===== src/design/lt_partner_pkg.sv =====
package lt_partner_pkg;

  // field positions inside the 32-bit status word
  localparam int unsigned REQ_LSB = 16;
  localparam int unsigned REQ_MSB = 21;
  localparam int unsigned RPT_LSB = 24;
  localparam int unsigned RPT_MSB = 29;
  localparam int unsigned RDY_BIT = 30;

  // coefficient report subfield encodings
  localparam logic [1:0] COEF_NOT_UPDATED = 2'h0;
  localparam logic [1:0] COEF_MINIMUM = 2'h1;
  localparam logic [1:0] COEF_UPDATED = 2'h2;
  localparam logic [1:0] COEF_MAXIMUM = 2'h3;

  // coefficient change request encodings
  localparam logic [1:0] REQ_HOLD = 2'h0;
  localparam logic [1:0] REQ_INCREMENT = 2'h1;
  localparam logic [1:0] REQ_DECREMENT = 2'h2;

  // ready bit of the second training word and field width of both words
  localparam int unsigned WORD_RDY_BIT = 15;
  localparam int unsigned WORD_FIELD_W = 6;

  // reset values
  localparam logic [5:0] FIELD_RESET = 6'h00;
  localparam logic RDY_RESET = 1'b0;
  localparam logic [15:0] WORD_RESET = 16'h0000;

  // training words per frame
  localparam int unsigned FRAME_WORDS = 2;

endpackage


===== src/design/lt_frame_collect.sv =====
`timescale 1ns/100ps
`default_nettype none

// pairs the two control words of one training frame; a frame only
// completes when the second word arrives after a first word
module lt_frame_collect (
  input wire logic clock,
  input wire logic rst,
  input wire logic clk_en,
  input wire logic word_valid,
  input wire logic word_first,
  input wire logic [15:0] word_data,
  output logic frame_done,
  output logic [15:0] frame_word0,
  output logic [15:0] frame_word1
);

  typedef struct packed {
    logic have_first;
    logic done;
    logic [15:0] w0;
    logic [15:0] w0_hold;
    logic [15:0] w1;
  } coll_s;

  coll_s s_q, s_d;

  always_comb begin
    s_d = s_q;
    s_d.done = 1'b0;
    if (word_valid) begin
      if (word_first) begin
        s_d.have_first = 1'b1;
        s_d.w0_hold = word_data;
      end else if (s_q.have_first) begin
        // publish both words in one step so readers never see a mix
        s_d.have_first = 1'b0;
        s_d.done = 1'b1;
        s_d.w0 = s_q.w0_hold;
        s_d.w1 = word_data;
      end
    end
  end

  always_ff @(posedge clock or posedge rst) begin
    if (rst) begin
      s_q <= '{1'b0, 1'b0, lt_partner_pkg::WORD_RESET, lt_partner_pkg::WORD_RESET, lt_partner_pkg::WORD_RESET};
    end else if (clk_en) begin
      s_q <= s_d;
    end
  end

  assign frame_done = s_q.done;
  assign frame_word0 = s_q.w0;
  assign frame_word1 = s_q.w1;
endmodule

`default_nettype wire


===== src/design/lt_partner_status.sv =====
`timescale 1ns/100ps
`default_nettype none

// Overview of operation
// - six-bit read-only partner coefficient report in status bits 29:24 from word two
// - upper report subfield is post-tap: 11 max, 01 min, 10 updated, 00 not
// - bits 3:2 report centre tap, bits 1:0 report pre-tap, same encoding
// - read-only partner receiver-ready flag at bit 30, one when training done
// - ready low means partner wants training to continue; partner holds it low until ready
// - partner coefficient change request from word one shown read-only at bits 21:16
module lt_partner_status (
  input wire logic clock,
  input wire logic rst,
  input wire logic clk_en,
  input wire logic word_valid,
  input wire logic word_first,
  input wire logic [15:0] word_data,
  output logic [31:0] status_word,
  output logic [5:0] partner_coef_state_report,
  output logic partner_rx_training_done,
  output logic [5:0] partner_coef_change_request,
  output logic [1:0] post_tap_state,
  output logic [1:0] centre_tap_state,
  output logic [1:0] pre_tap_state,
  output logic frame_update
);

  typedef struct packed {
    logic [5:0] report;
    logic rdy;
    logic [5:0] req;
    logic upd;
  } stat_s;

  stat_s s_q, s_d;
  logic frame_done;
  logic [15:0] w0;
  logic [15:0] w1;

  lt_frame_collect u_collect (
    .clock(clock),
    .rst(rst),
    .clk_en(clk_en),
    .word_valid(word_valid),
    .word_first(word_first),
    .word_data(word_data),
    .frame_done(frame_done),
    .frame_word0(w0),
    .frame_word1(w1)
  );

  // tap index 2 is post-tap, 1 centre, 0 pre-tap
  function automatic logic [1:0] subfield(input logic [5:0] f, input int unsigned idx);
    subfield = f[2*idx +: 2];
  endfunction

  always_comb begin
    s_d = s_q;
    s_d.upd = 1'b0;
    if (frame_done) begin
      // one assignment point keeps the three fields coherent
      s_d.report = w1[lt_partner_pkg::WORD_FIELD_W-1:0];
      s_d.rdy = w1[lt_partner_pkg::WORD_RDY_BIT];
      s_d.req = w0[lt_partner_pkg::WORD_FIELD_W-1:0];
      s_d.upd = 1'b1;
    end
  end

  always_ff @(posedge clock or posedge rst) begin
    if (rst) begin
      s_q <= '{lt_partner_pkg::FIELD_RESET, lt_partner_pkg::RDY_RESET, lt_partner_pkg::FIELD_RESET, 1'b0};
    end else if (clk_en) begin
      s_q <= s_d;
    end
  end

  always_comb begin
    // reserved bits read as zero
    status_word = 32'h0000_0000;
    status_word[lt_partner_pkg::RPT_MSB:lt_partner_pkg::RPT_LSB] = s_q.report;
    status_word[lt_partner_pkg::RDY_BIT] = s_q.rdy;
    status_word[lt_partner_pkg::REQ_MSB:lt_partner_pkg::REQ_LSB] = s_q.req;
  end

  assign partner_coef_state_report = s_q.report;
  // ready low is simply reported; the partner owns keeping it low
  assign partner_rx_training_done = s_q.rdy;
  assign partner_coef_change_request = s_q.req;
  assign post_tap_state = subfield(s_q.report, 2);
  assign centre_tap_state = subfield(s_q.report, 1);
  assign pre_tap_state = subfield(s_q.report, 0);
  assign frame_update = s_q.upd;
endmodule

`default_nettype wire


===== config.mk =====
export PLATFORM = sky130hd
export DESIGN_NAME = lt_partner_status
export DESIGN_NICKNAME = d
export VERILOG_FILES = /design/src/design/lt_partner_pkg.sv /design/src/design/lt_frame_collect.sv /design/src/design/lt_partner_status.sv
export SDC_FILE = /design/constraint.sdc
export NUM_CORES = 1
export LEC_CHECK = 0
export CAP_MARGIN = 20
export CORE_ASPECT_RATIO = 1.25
export CORE_MARGIN = 8
export CORE_UTILIZATION = 48
export DETAILED_ROUTE_END_ITERATION = 10
export DONT_BUFFER_PORTS = 1
export HOLD_SLACK_MARGIN = 0.06
export PLACE_DENSITY = 0.69
export SYNTH_ARGS = -nofsm -noshare
export SYNTH_HDL_FRONTEND = slang
export SYNTH_SLANG_ARGS = --single-unit

===== constraint.sdc =====
create_clock -name clock -period 3.13 [get_ports clock]
set_input_delay 0.4695 -clock clock [delete_from_list [all_inputs] [get_ports clock]]
set_output_delay 0.4695 -clock clock [all_outputs]
set_load 0.05 [all_outputs]

; After elaboration in Yosys (flattened, before gate mapping)
; Index checks and enable logic that the tools add are counted.
[op_classes]
addsub = 0
n_mul = 0
n_div = 0
n_lt_le_gt_ge = 0
eq_ne = 0
n_shift = 0
mux = 8
bitwise = 1
reduce_logical = 4
[ops]
columns = operator, count
row1 = $mux 49, 1
row2 = $mux 16, 3
row3 = $mux 17, 2
row4 = $reduce_and 2->1, 2
row5 = $reduce_and 4->1, 1
row6 = $reduce_and 3->1, 1
row7 = $mux 1, 2
row8 = $not 1->1, 1
[totals]
ff_bits = 64
latchBits = 0
ramBits = 0
rom_bits = 0
wordCells = 22
memories = 0

; Logic depth before layout (Yosys ltp)
; Gate-level depths: netlist of the first run.
[depth]
word_depth = 3
depth_mapped = 3

; Hierarchy
; From an unflattened synthesis of the first run, not the netlist that was laid out.
[unflattened]
hier_cells = 212
hier_area_um2 = 3129.3
[by_module_without_submodules]
columns = mod, instances, cells_per_inst, area_per_inst_um2, seq_area_each_um2
row1 = lt_frame_collect, 1, 141, 2279.7, 1251.2
row2 = lt_partner_status, 1, 71, 849.6, 350.3

; Least setup slack after synthesis of the first run
; Ideal clock, no wire load.
[synth_path]
path_type = flip-flop to output port
start = register s_q (netlist bit partner_coef_state_report[2])
end = output partner_coef_state_report[2]
arrival_time_ns = 0.917
slack_ns = 1.743
stages_incl_launch_ff = 2
path_cell_list = dfrtp_1 > buf_4
[synth_rtl]
columns = item, line
row1 = from (decl), lt_partner_status.sv:35  ; stat_s s_q, s_d;
row2 = from (signal assigned), lt_partner_status.sv:71  ; s_q <= '{lt_partner_pkg::FIELD_RESET, lt_partner_pkg::RDY_RESET, lt_partner_pkg::FIELD_RESET, 1'b0};
row3 = to (decl), lt_partner_status.sv:19  ; output logic [5:0] partner_coef_state_report,
; No word-level cell between the ends.

; Worst setup path after layout of the first run
[layout_path]
start = register s_q (netlist bit partner_coef_change_request[0])
end = output status_word[16]
[layout_rtl]
columns = item, line
row1 = to (decl), lt_partner_status.sv:18  ; output logic [31:0] status_word,
; No word-level cell between the ends.

==> impl_results.md, run 1 <==
- Status: complete, no violations
- DRC: 0
- Hold WC Path Type: in2async
- PortBufs: 0
- Sequential share of the synthesized area: 0.549
- Total negative slack: 0 ns
- Antenna diode count: 0
- Global-route wire length before repair: 3.68 mm
- CTS tree: built
- H-tree depth: 2
- Drt wl/cell: 16.1 µm
- GRT overflow: 0
- Mapped Area: 1590 µm²
- Max Cap Viol: 0
- Number of synthesized flops with an enable pin: 0
- Tcrit/Tclk final: 0.542
- Vias/cell: 4.93
- Final net count: 131
- Critical path launch point type: register
- Post-CTS Setup Bufs: 0
- Crit path DAT: 1.23 ns
- Fin. Hold Viols: 0
- Syn Inst Count: 118
- Largest net degree at the start of global routing: 36
- FP Rows: 23
- YS warnings: 0
- Cell variety after synth: 12
- Worst-skew pair later-pin latency: 0.28 ns
- Core box area: 3190 µm²
- Clk buf depth: 2
- Vias: 730
- Synth top area cells: dfrtp_1, buf_4, mux2_2
- R2R depth: 2
- Post-layout min period: 1.70 ns
- Antenna-violating nets left: 0
- Io pins: 73
- Top cells by instance count after synthesis: buf_4, dfrtp_1, mux2_2
- Unrepaired setup endpoints after global routing: false
- CTS Root Buffer Type: clkbuf_8
- Final setup viols: 0
- CTS Hold Bufs: 0
- Routability congestion estimate: 0.628
- Worst-Margin Slew: 0.906 ns
- Slew headroom: 0.396
- Setup CP Type: reg2out
- CP Depth: 0
- Worst-path clk slew: 0.06 ns
- Post-CTS sizing: 0
- Slew Viols, Final: 0
- F_max: 0.590 GHz
- Die Ht: 80.4 µm
- DR iter-0 viols: 17
- Initial antenna violation count: 0
- Main synth FF type: dfrtp_1
- Initial Util: 0.499
- Highest fanout seen on the critical path: 3
- Syn-to-layout area delta: -2.98%
- Vias in the first global route: 741
- Crit. End Element: output port
- Clk_skew: 0.00459 ns
- Most common cell in the netlist: buf_4
- Largest area contributor in the netlist: dfrtp_1
- GRT Util Overall: 0.0958
- Synth top area share: 0.549
- TritonCTS Sinks: 35
- Asr flop ratio synth: 1.00
- Final wirelength: 2.39 mm
- Drt pass-1 iters: 2
- Ratio of cells with drive above 1 in the final layout: 0.342
- Syn Area/Cell: 13.5 µm²
- CP required: 2.66 ns
- Total CTS buffers: 5
- Yosys reg bits: 35
- Die width: 67.5 µm
- DP HPWL: 1.72 mm
- Die ar.: 5430 µm²
-- flip-flops by register name, summed over array words and instances (netlist names) --
signal / cells
u_collect.frame_done: 1
u_collect.frame_word1: 7
frame_update: 1
partner_coef_change_request: 6
partner_coef_state_report: 6
u_collect.s_q: 7
partner_rx_training_done: 1
u_collect.frame_word0: 6
-- cell usage in the layout, fill, tap and decap left out --
cell type	netlist	final
a21bo_2	1	1
buf_4	38	7
clkbuf_1	0	2
clkbuf_8	0	5
clkinv_2	0	1
conb_1	1	19
dfrtp_1	35	35
inv_1	3	3
mux2_1	9	9
mux2_2	23	23
nand2_1	2	2
nand3_1	1	1
nand4b_2	1	1
o21ai_0	2	2
-- cell families after synthesis --
| group | synth area share |
|---|---|
| buffers and inverters | 0.192 |
| AO/OA/AOI/OAI | 0.0126 |
| AND/OR/NAND/NOR | 0.0173 |
| flip-flops | 0.549 |
| other | 0.00235 |
| multiplexers | 0.226 |
-- final timing paths --
check / start / endpoint / slack (ns)
max in group asynchronous: rst / partner_rx_training_done$_DFFE_PP0P_ / 2.66
setup reg to reg: u_collect.s_q[49]$_DFFE_PP0P_ / u_collect.frame_word1[15]$_DFFE_PP0P_ / 1.75
min in group clock: clk_en / frame_update$_DFFE_PP0P_ / 0.27
hold reg to reg: u_collect.s_q[16]$_DFFE_PP0P_ / u_collect.frame_word0[0]$_DFFE_PP0P_ / 0.48
hold / removal: rst / u_collect.s_q[19]$_DFFE_PP0P_ / 0.16
setup / recovery: partner_coef_change_request[0]$_DFFE_PP0P_ / status_word[16] / 1.43
-- metal layers --
layer,vias up,GRT usage,part of all wire
li1,315,-,-
met2,36,0.145,0.50
met3,9,0.0640,0.16
met1,370,0.0897,0.31
met4,0,0.0692,0.029
met5,-,0,0
-- area by class of cell --
class	count	area (µm²)
clock buffers	7	76.3
flip-flops and latches	35	876
well taps	37	46.3
inverters	3	11.3
fillers	289	1650
clock inverters	1	5.00
multi-input cells	58	479
repair buffers	7	52.6
-- through the flow --
| step | worst slack [ns] | instances | hold WS (ns) | utilization | cell area, µm² |
|---|---|---|---|---|---|
| floorplan | 1.74 | 136 | 0.452 | - | 1660 |
| global placement | 1.54 | 140 | 0.461 | 0.459 | 1470 |
| detailed placement | 1.52 | 140 | 0.473 | 0.459 | 1470 |
| CTS | 1.41 | 148 | 0.169 | 0.484 | 1550 |
| global route | 1.38 | 148 | 0.195 | 0.484 | 1550 |
| finish | 1.43 | 148 | 0.159 | 0.484 | 1550 |
Power of run 1 is left out: the tool's default activity adds up to more than one toggle a clock period on the data nets, which glitch-free logic cannot reach.
==> run 2, diff against run 1 <==
Settings changed: PLACE_DENSITY 0.69 to 0.71.
Clock period 3.13 ns to 1.45 ns, I/O delays scaled along.
==> impl_results.md, run 2 (same netlist as run 1, synthesis figures left out) <==
- Ratio of cells with drive above 1 in the final layout: 0.385
- Cell count after placement: 149
- R2R depth: 2
- Most frequent cells in the layout: dfrtp_1, mux2_2, conb_1
- Status: complete, no violations
- Core box area: 3190 µm²
- H-tree depth: 2
- Vias in the first global route: 852
- F_max: 0.834 GHz
- Die Ht: 80.4 µm
- Hold path cells: 1
- Worst hold endpoint: u_collect.frame_word1[15]$_DFFE_PP0P_
- Crit. End Element: register
- Antenna-violating nets left: 0
- DP HPWL: 2.00 mm
- Final wirelength: 2.63 mm
- DR iter-0 viols: 10
- Vias/cell: 4.86
- CTS Root Buffer Type: clkbuf_8
- Total CTS buffers: 5
- R2r setup slk: 0.25 ns
- Max layer used: met4
- Wl on met1: 802 µm
- Post-layout min period: 1.20 ns
- Tcrit/Tclk final: 0.827
- Crit-path cells: nand4b_4 > mux2_1
- Die width: 67.5 µm
- Final net count: 142
- GRT overflow: 0
- Critical path launch point type: register
- Antenna diode count: 0
- Final setup viols: 0
- Area of the multi-input gates: 488 µm²
- Post-CTS Setup Bufs: 0
- Metal3 WL: 332 µm
- FP Rows: 23
- Syn-to-layout area delta: 13.3%
- Worst-path clk slew: 0.07 ns
- CTS tree: built
- Hold WC Path Type: in2reg
- Crit path DAT: 1.36 ns
- Vias: 772
- Io pins: 73
- GRT Util Overall: 0.104
- Die ar.: 5430 µm²
- Drt wl/cell: 16.6 µm
- Routed wl met2: 1.43 mm
- CP required: 1.61 ns
- Hold path startpoint: word_data[15]
- Drt pass-1 iters: 4
- Top cell family by delay on the critical path: multiplexers
- Slew Viols, Final: 0
- Storage cell area: 876 µm²
- PortBufs: 0
- Routability congestion estimate: 0.675
- Worst r2r dst: u_collect.frame_word0[0]$_DFFE_PP0P_
- Global-route wire length before repair: 4.11 mm
- Total negative slack: 0 ns
- DRC: 0
- Critical path buffer and inverter count: 0
- Most common cell after layout, fill and taps aside: dfrtp_1
- Largest net degree at the start of global routing: 36
- Clk buf depth: 2
- Setup CP Type: reg2reg
- TritonCTS Sinks: 35
- Crit-path max cell delay: 0.42 ns
- Unrepaired setup endpoints after global routing: false
- Fillers: 262
- Initial Util: 0.499
- Crit-path slowest cell: mux2_1
- Initial antenna violation count: 0
- Worst-skew pair later-pin latency: 0.28 ns
- Highest fanout seen on the critical path: 14
- Max Cap Viol: 0
- Clk_skew: 0.00495 ns
- Final non-filler cell total: 159
- Reg2Reg Launch Point: u_collect.s_q[49]$_DFFE_PP0P_
- Fin. Hold Viols: 0
## run 2: metal layers
metal  up-vias  track usage
met5         -            0
met4         0       0.0692
met3         7       0.0487
met2        37        0.182
met1       390       0.0915
li1        338            -
## run 2: metrics by stage
step,worst slack [ns],util,hold WS (ns),area [µm²]
global placement,0.112,0.531,0.223,1700
detailed placement,0.0465,0.531,0.229,1700
finish,0.251,0.565,0.0704,1810
global route,0.173,0.565,0.0732,1810
floorplan,0.275,-,0.314,1660
CTS,0.0376,0.562,0.0625,1800
## run 2: how the worst max path moves through the flow
stage / start / to / slack [ns] / cells past startpoint
after detailed placement: u_collect.s_q[49]$_DFFE_PP0P_ / u_collect.frame_word0[0]$_DFFE_PP0P_ / 0.05 / 2
after CTS: u_collect.s_q[49]$_DFFE_PP0P_ / u_collect.frame_word0[0]$_DFFE_PP0P_ / 0.04 / 2
after global routing: u_collect.s_q[49]$_DFFE_PP0P_ / u_collect.frame_word0[0]$_DFFE_PP0P_ / 0.17 / 2
after global placement: u_collect.s_q[49]$_DFFE_PP0P_ / u_collect.frame_word1[3]$_DFFE_PP0P_ / 0.11 / 2
final: u_collect.s_q[49]$_DFFE_PP0P_ / u_collect.frame_word0[0]$_DFFE_PP0P_ / 0.25 / 2
after floorplan: u_collect.frame_done$_DFFE_PP0P_ / partner_coef_change_request[1]$_DFFE_PP0P_ / 0.28 / 3
## run 2: cell type report
cell class	count	share of cell area
Sequential cell	35	0.485
Multi-Input combinational cell	58	0.270
Timing Repair Buffer	18	0.168
Clock buffer	7	0.0423
Tap cell	37	0.0256
Inverter	3	0.00624
Clock inverter	1	0.00277
## run 2: timing repair
item,CTS,global route
gates resized for setup,0,1
hold endpoints to repair,37,0
hold buffers,2,0
setup endpoints to repair,0,9
Power of run 2 is left out for the same reason.
==> run 3, diff against run 2 <==
Clock period 1.45 ns to 1 ns, I/O delays scaled along.
==> impl_results.md, run 3 (same netlist as run 1, synthesis figures left out) <==
- Crit-path cells: nand4b_4 > buf_12 > mux2_2
- Clk_skew: 0.00676 ns
- Global-route wire length before repair: 4.89 mm
- Drt wl/cell: 18.0 µm
- Ratio of cells with drive above 1 in the final layout: 0.517
- Top cell family by delay on the critical path: flip-flops
- Routed wl met2: 1.70 mm
- Unrepaired setup endpoints after global routing: true
- Antenna-violating nets left: 0
- Core box area: 3190 µm²
- TritonCTS Sinks: 35
- Reg power frac: 0.299
- Max layer used: met4
- Vias: 875
- Worst-skew pair later-pin latency: 0.29 ns
- FP Rows: 23
- Hold WC Path Type: in2reg
- Crit-path max cell delay: 0.40 ns
- Reg2Reg Launch Point: u_collect.s_q[49]$_DFFE_PP0P_
- Final setup viols: 59
- Setup CP Type: reg2reg
- Failing checks: negative setup slack
- Worst r2r dst: u_collect.frame_word1[2]$_DFFE_PP0P_
- Status: complete, but fails checks
- Hold path cells: 3
- Total CTS buffers: 5
- Net Sw Power: 3.76 mW
- Drt pass-1 iters: 4
- Pwr per Cell Area: 3630 nW/µm²
- R2r setup slk: -0.14 ns
- PortBufs: 0
- Post-layout min period: 1.14 ns
- Final net count: 169
- Final wirelength: 3.34 mm
- Initial antenna violation count: 0
- Syn-to-layout area delta: 36.2%
- Final hold slack: 0.193 ns
- Hold path startpoint: clk_en
- DRC: 0
- Clock power frac: 0.123
- Crit path DAT: 1.32 ns
- Max VDD drop: 2.80 mV
- DP HPWL: 2.14 mm
- Metal3 WL: 399 µm
- Critical path launch point type: register
- Max Cap Viol: 0
- Final Instance Area: 2170 µm²
- CP required: 1.17 ns
- Vias/cell: 4.70
- Clk buf depth: 2
- Die ar.: 5430 µm²
- Routability congestion estimate: 0.689
- Die Ht: 80.4 µm
- F_max: 0.876 GHz
- Net Sw Frac: 0.476
- Final setup margin: -0.142 ns
- Critical path buffer and inverter count: 1
- GRT overflow: 0
- CTS Root Buffer Type: clkbuf_8
- Most common cell after layout, fill and taps aside: dfrtp_1
- DR iter-0 viols: 23
- Die width: 67.5 µm
- Post-Place Cell Area: 1750 µm²
- Logic pwr share: 0.579
- Tcrit/Tclk final: 1.14
- Leakage: 1.12 nW
- R2R depth: 3
- Crit. End Element: register
- Antenna diode count: 0
- Worst hold endpoint: frame_update$_DFFE_PP0P_
- Largest net degree at the start of global routing: 36
- Most frequent cells in the layout: dfrtp_1, mux2_4, conb_1
- Crit-path slowest cell: dfrtp_1
- CTS tree: built
- Internal power: 4.13 mW
- Fin. Hold Viols: 0
- Worst-path clk slew: 0.06 ns
- Slew Viols, Final: 0
- Io pins: 73
- Wl on met1: 1.19 mm
- Highest fanout seen on the critical path: 14
- GRT Util Overall: 0.125
- Vias in the first global route: 944
- Initial Util: 0.499
- H-tree depth: 2
==> run 3: final cells by class <==
| class | instances | area [µm²] |
|---|---|---|
| multi-input cells | 58 | 574 |
| clock buffers | 8 | 80.1 |
| flip-flops and latches | 35 | 883 |
| repair buffers | 45 | 576 |
| inverters | 3 | 11.3 |
| well taps | 37 | 46.3 |
| fillers | 209 | 1020 |
==> run 3: through the flow <==
stage / worst slack (ns) / util / cells / power, mW / TNS, ns
after floorplan: -0.0739 / - / 136 / 5.66 / -1.95
after global placement: -0.156 / 0.548 / 156 / 6.27 / -2.61
after detailed placement: -0.231 / 0.548 / 156 / 6.37 / -3.54
after CTS: -0.137 / 0.644 / 178 / 7.68 / -4.45
after global routing: -0.175 / 0.680 / 186 / 8.17 / -6.08
final: -0.142 / 0.680 / 186 / 7.88 / -4.29
==> run 3: power by group through the flow <==
stage,clock network [mW],logic [mW],registers (mW)
after global placement,0,3.99,2.28
after floorplan,0,2.57,3.09
after CTS,0.983,4.35,2.34
after detailed placement,0,4.04,2.33
final,0.968,4.56,2.35
after global routing,1.06,4.70,2.41
==> run 3: what timing repair did <==
item                                    4_1_cts  5_1_grt
gates cloned                                  0        1
endpoints found under the hold margin        51        0
buffers inserted                              4        7
hold buffers                                 10        0
pin swaps                                     2        1
gates resized for setup                      23        9
endpoints found under the setup margin       59       59
==> run 3: metal layers <==
metal	track usage	up-vias
met2	0.206	41
met5	0	-
met3	0.0640	6
li1	-	390
met1	0.123	438
met4	0.0692	0
==> run 3: worst max path at each step <==
stage	start	end	slack, ns	cells after the start
6_report	u_collect.s_q[49]$_DFFE_PP0P_	u_collect.frame_word1[2]$_DFFE_PP0P_	-0.14	3
5_1_grt	u_collect.s_q[49]$_DFFE_PP0P_	u_collect.frame_word1[2]$_DFFE_PP0P_	-0.17	3
4_1_cts	u_collect.s_q[49]$_DFFE_PP0P_	u_collect.frame_word1[0]$_DFFE_PP0P_	-0.14	3
3_5_place_dp	u_collect.s_q[49]$_DFFE_PP0P_	u_collect.frame_word1[4]$_DFFE_PP0P_	-0.23	2
3_3_place_gp	u_collect.s_q[49]$_DFFE_PP0P_	u_collect.frame_word0[4]$_DFFE_PP0P_	-0.16	2
2_1_floorplan	u_collect.s_q[49]$_DFFE_PP0P_	u_collect.frame_word0[0]$_DFFE_PP0P_	-0.07	3
==> run 3: tightest hold or removal path, cell delays in order <==
cell	delay, ns
nand2_4	0.06
clkbuf_16	0.17
o21ai_0	0.06
No activity file was read; power rests on OpenSTA's default activity.
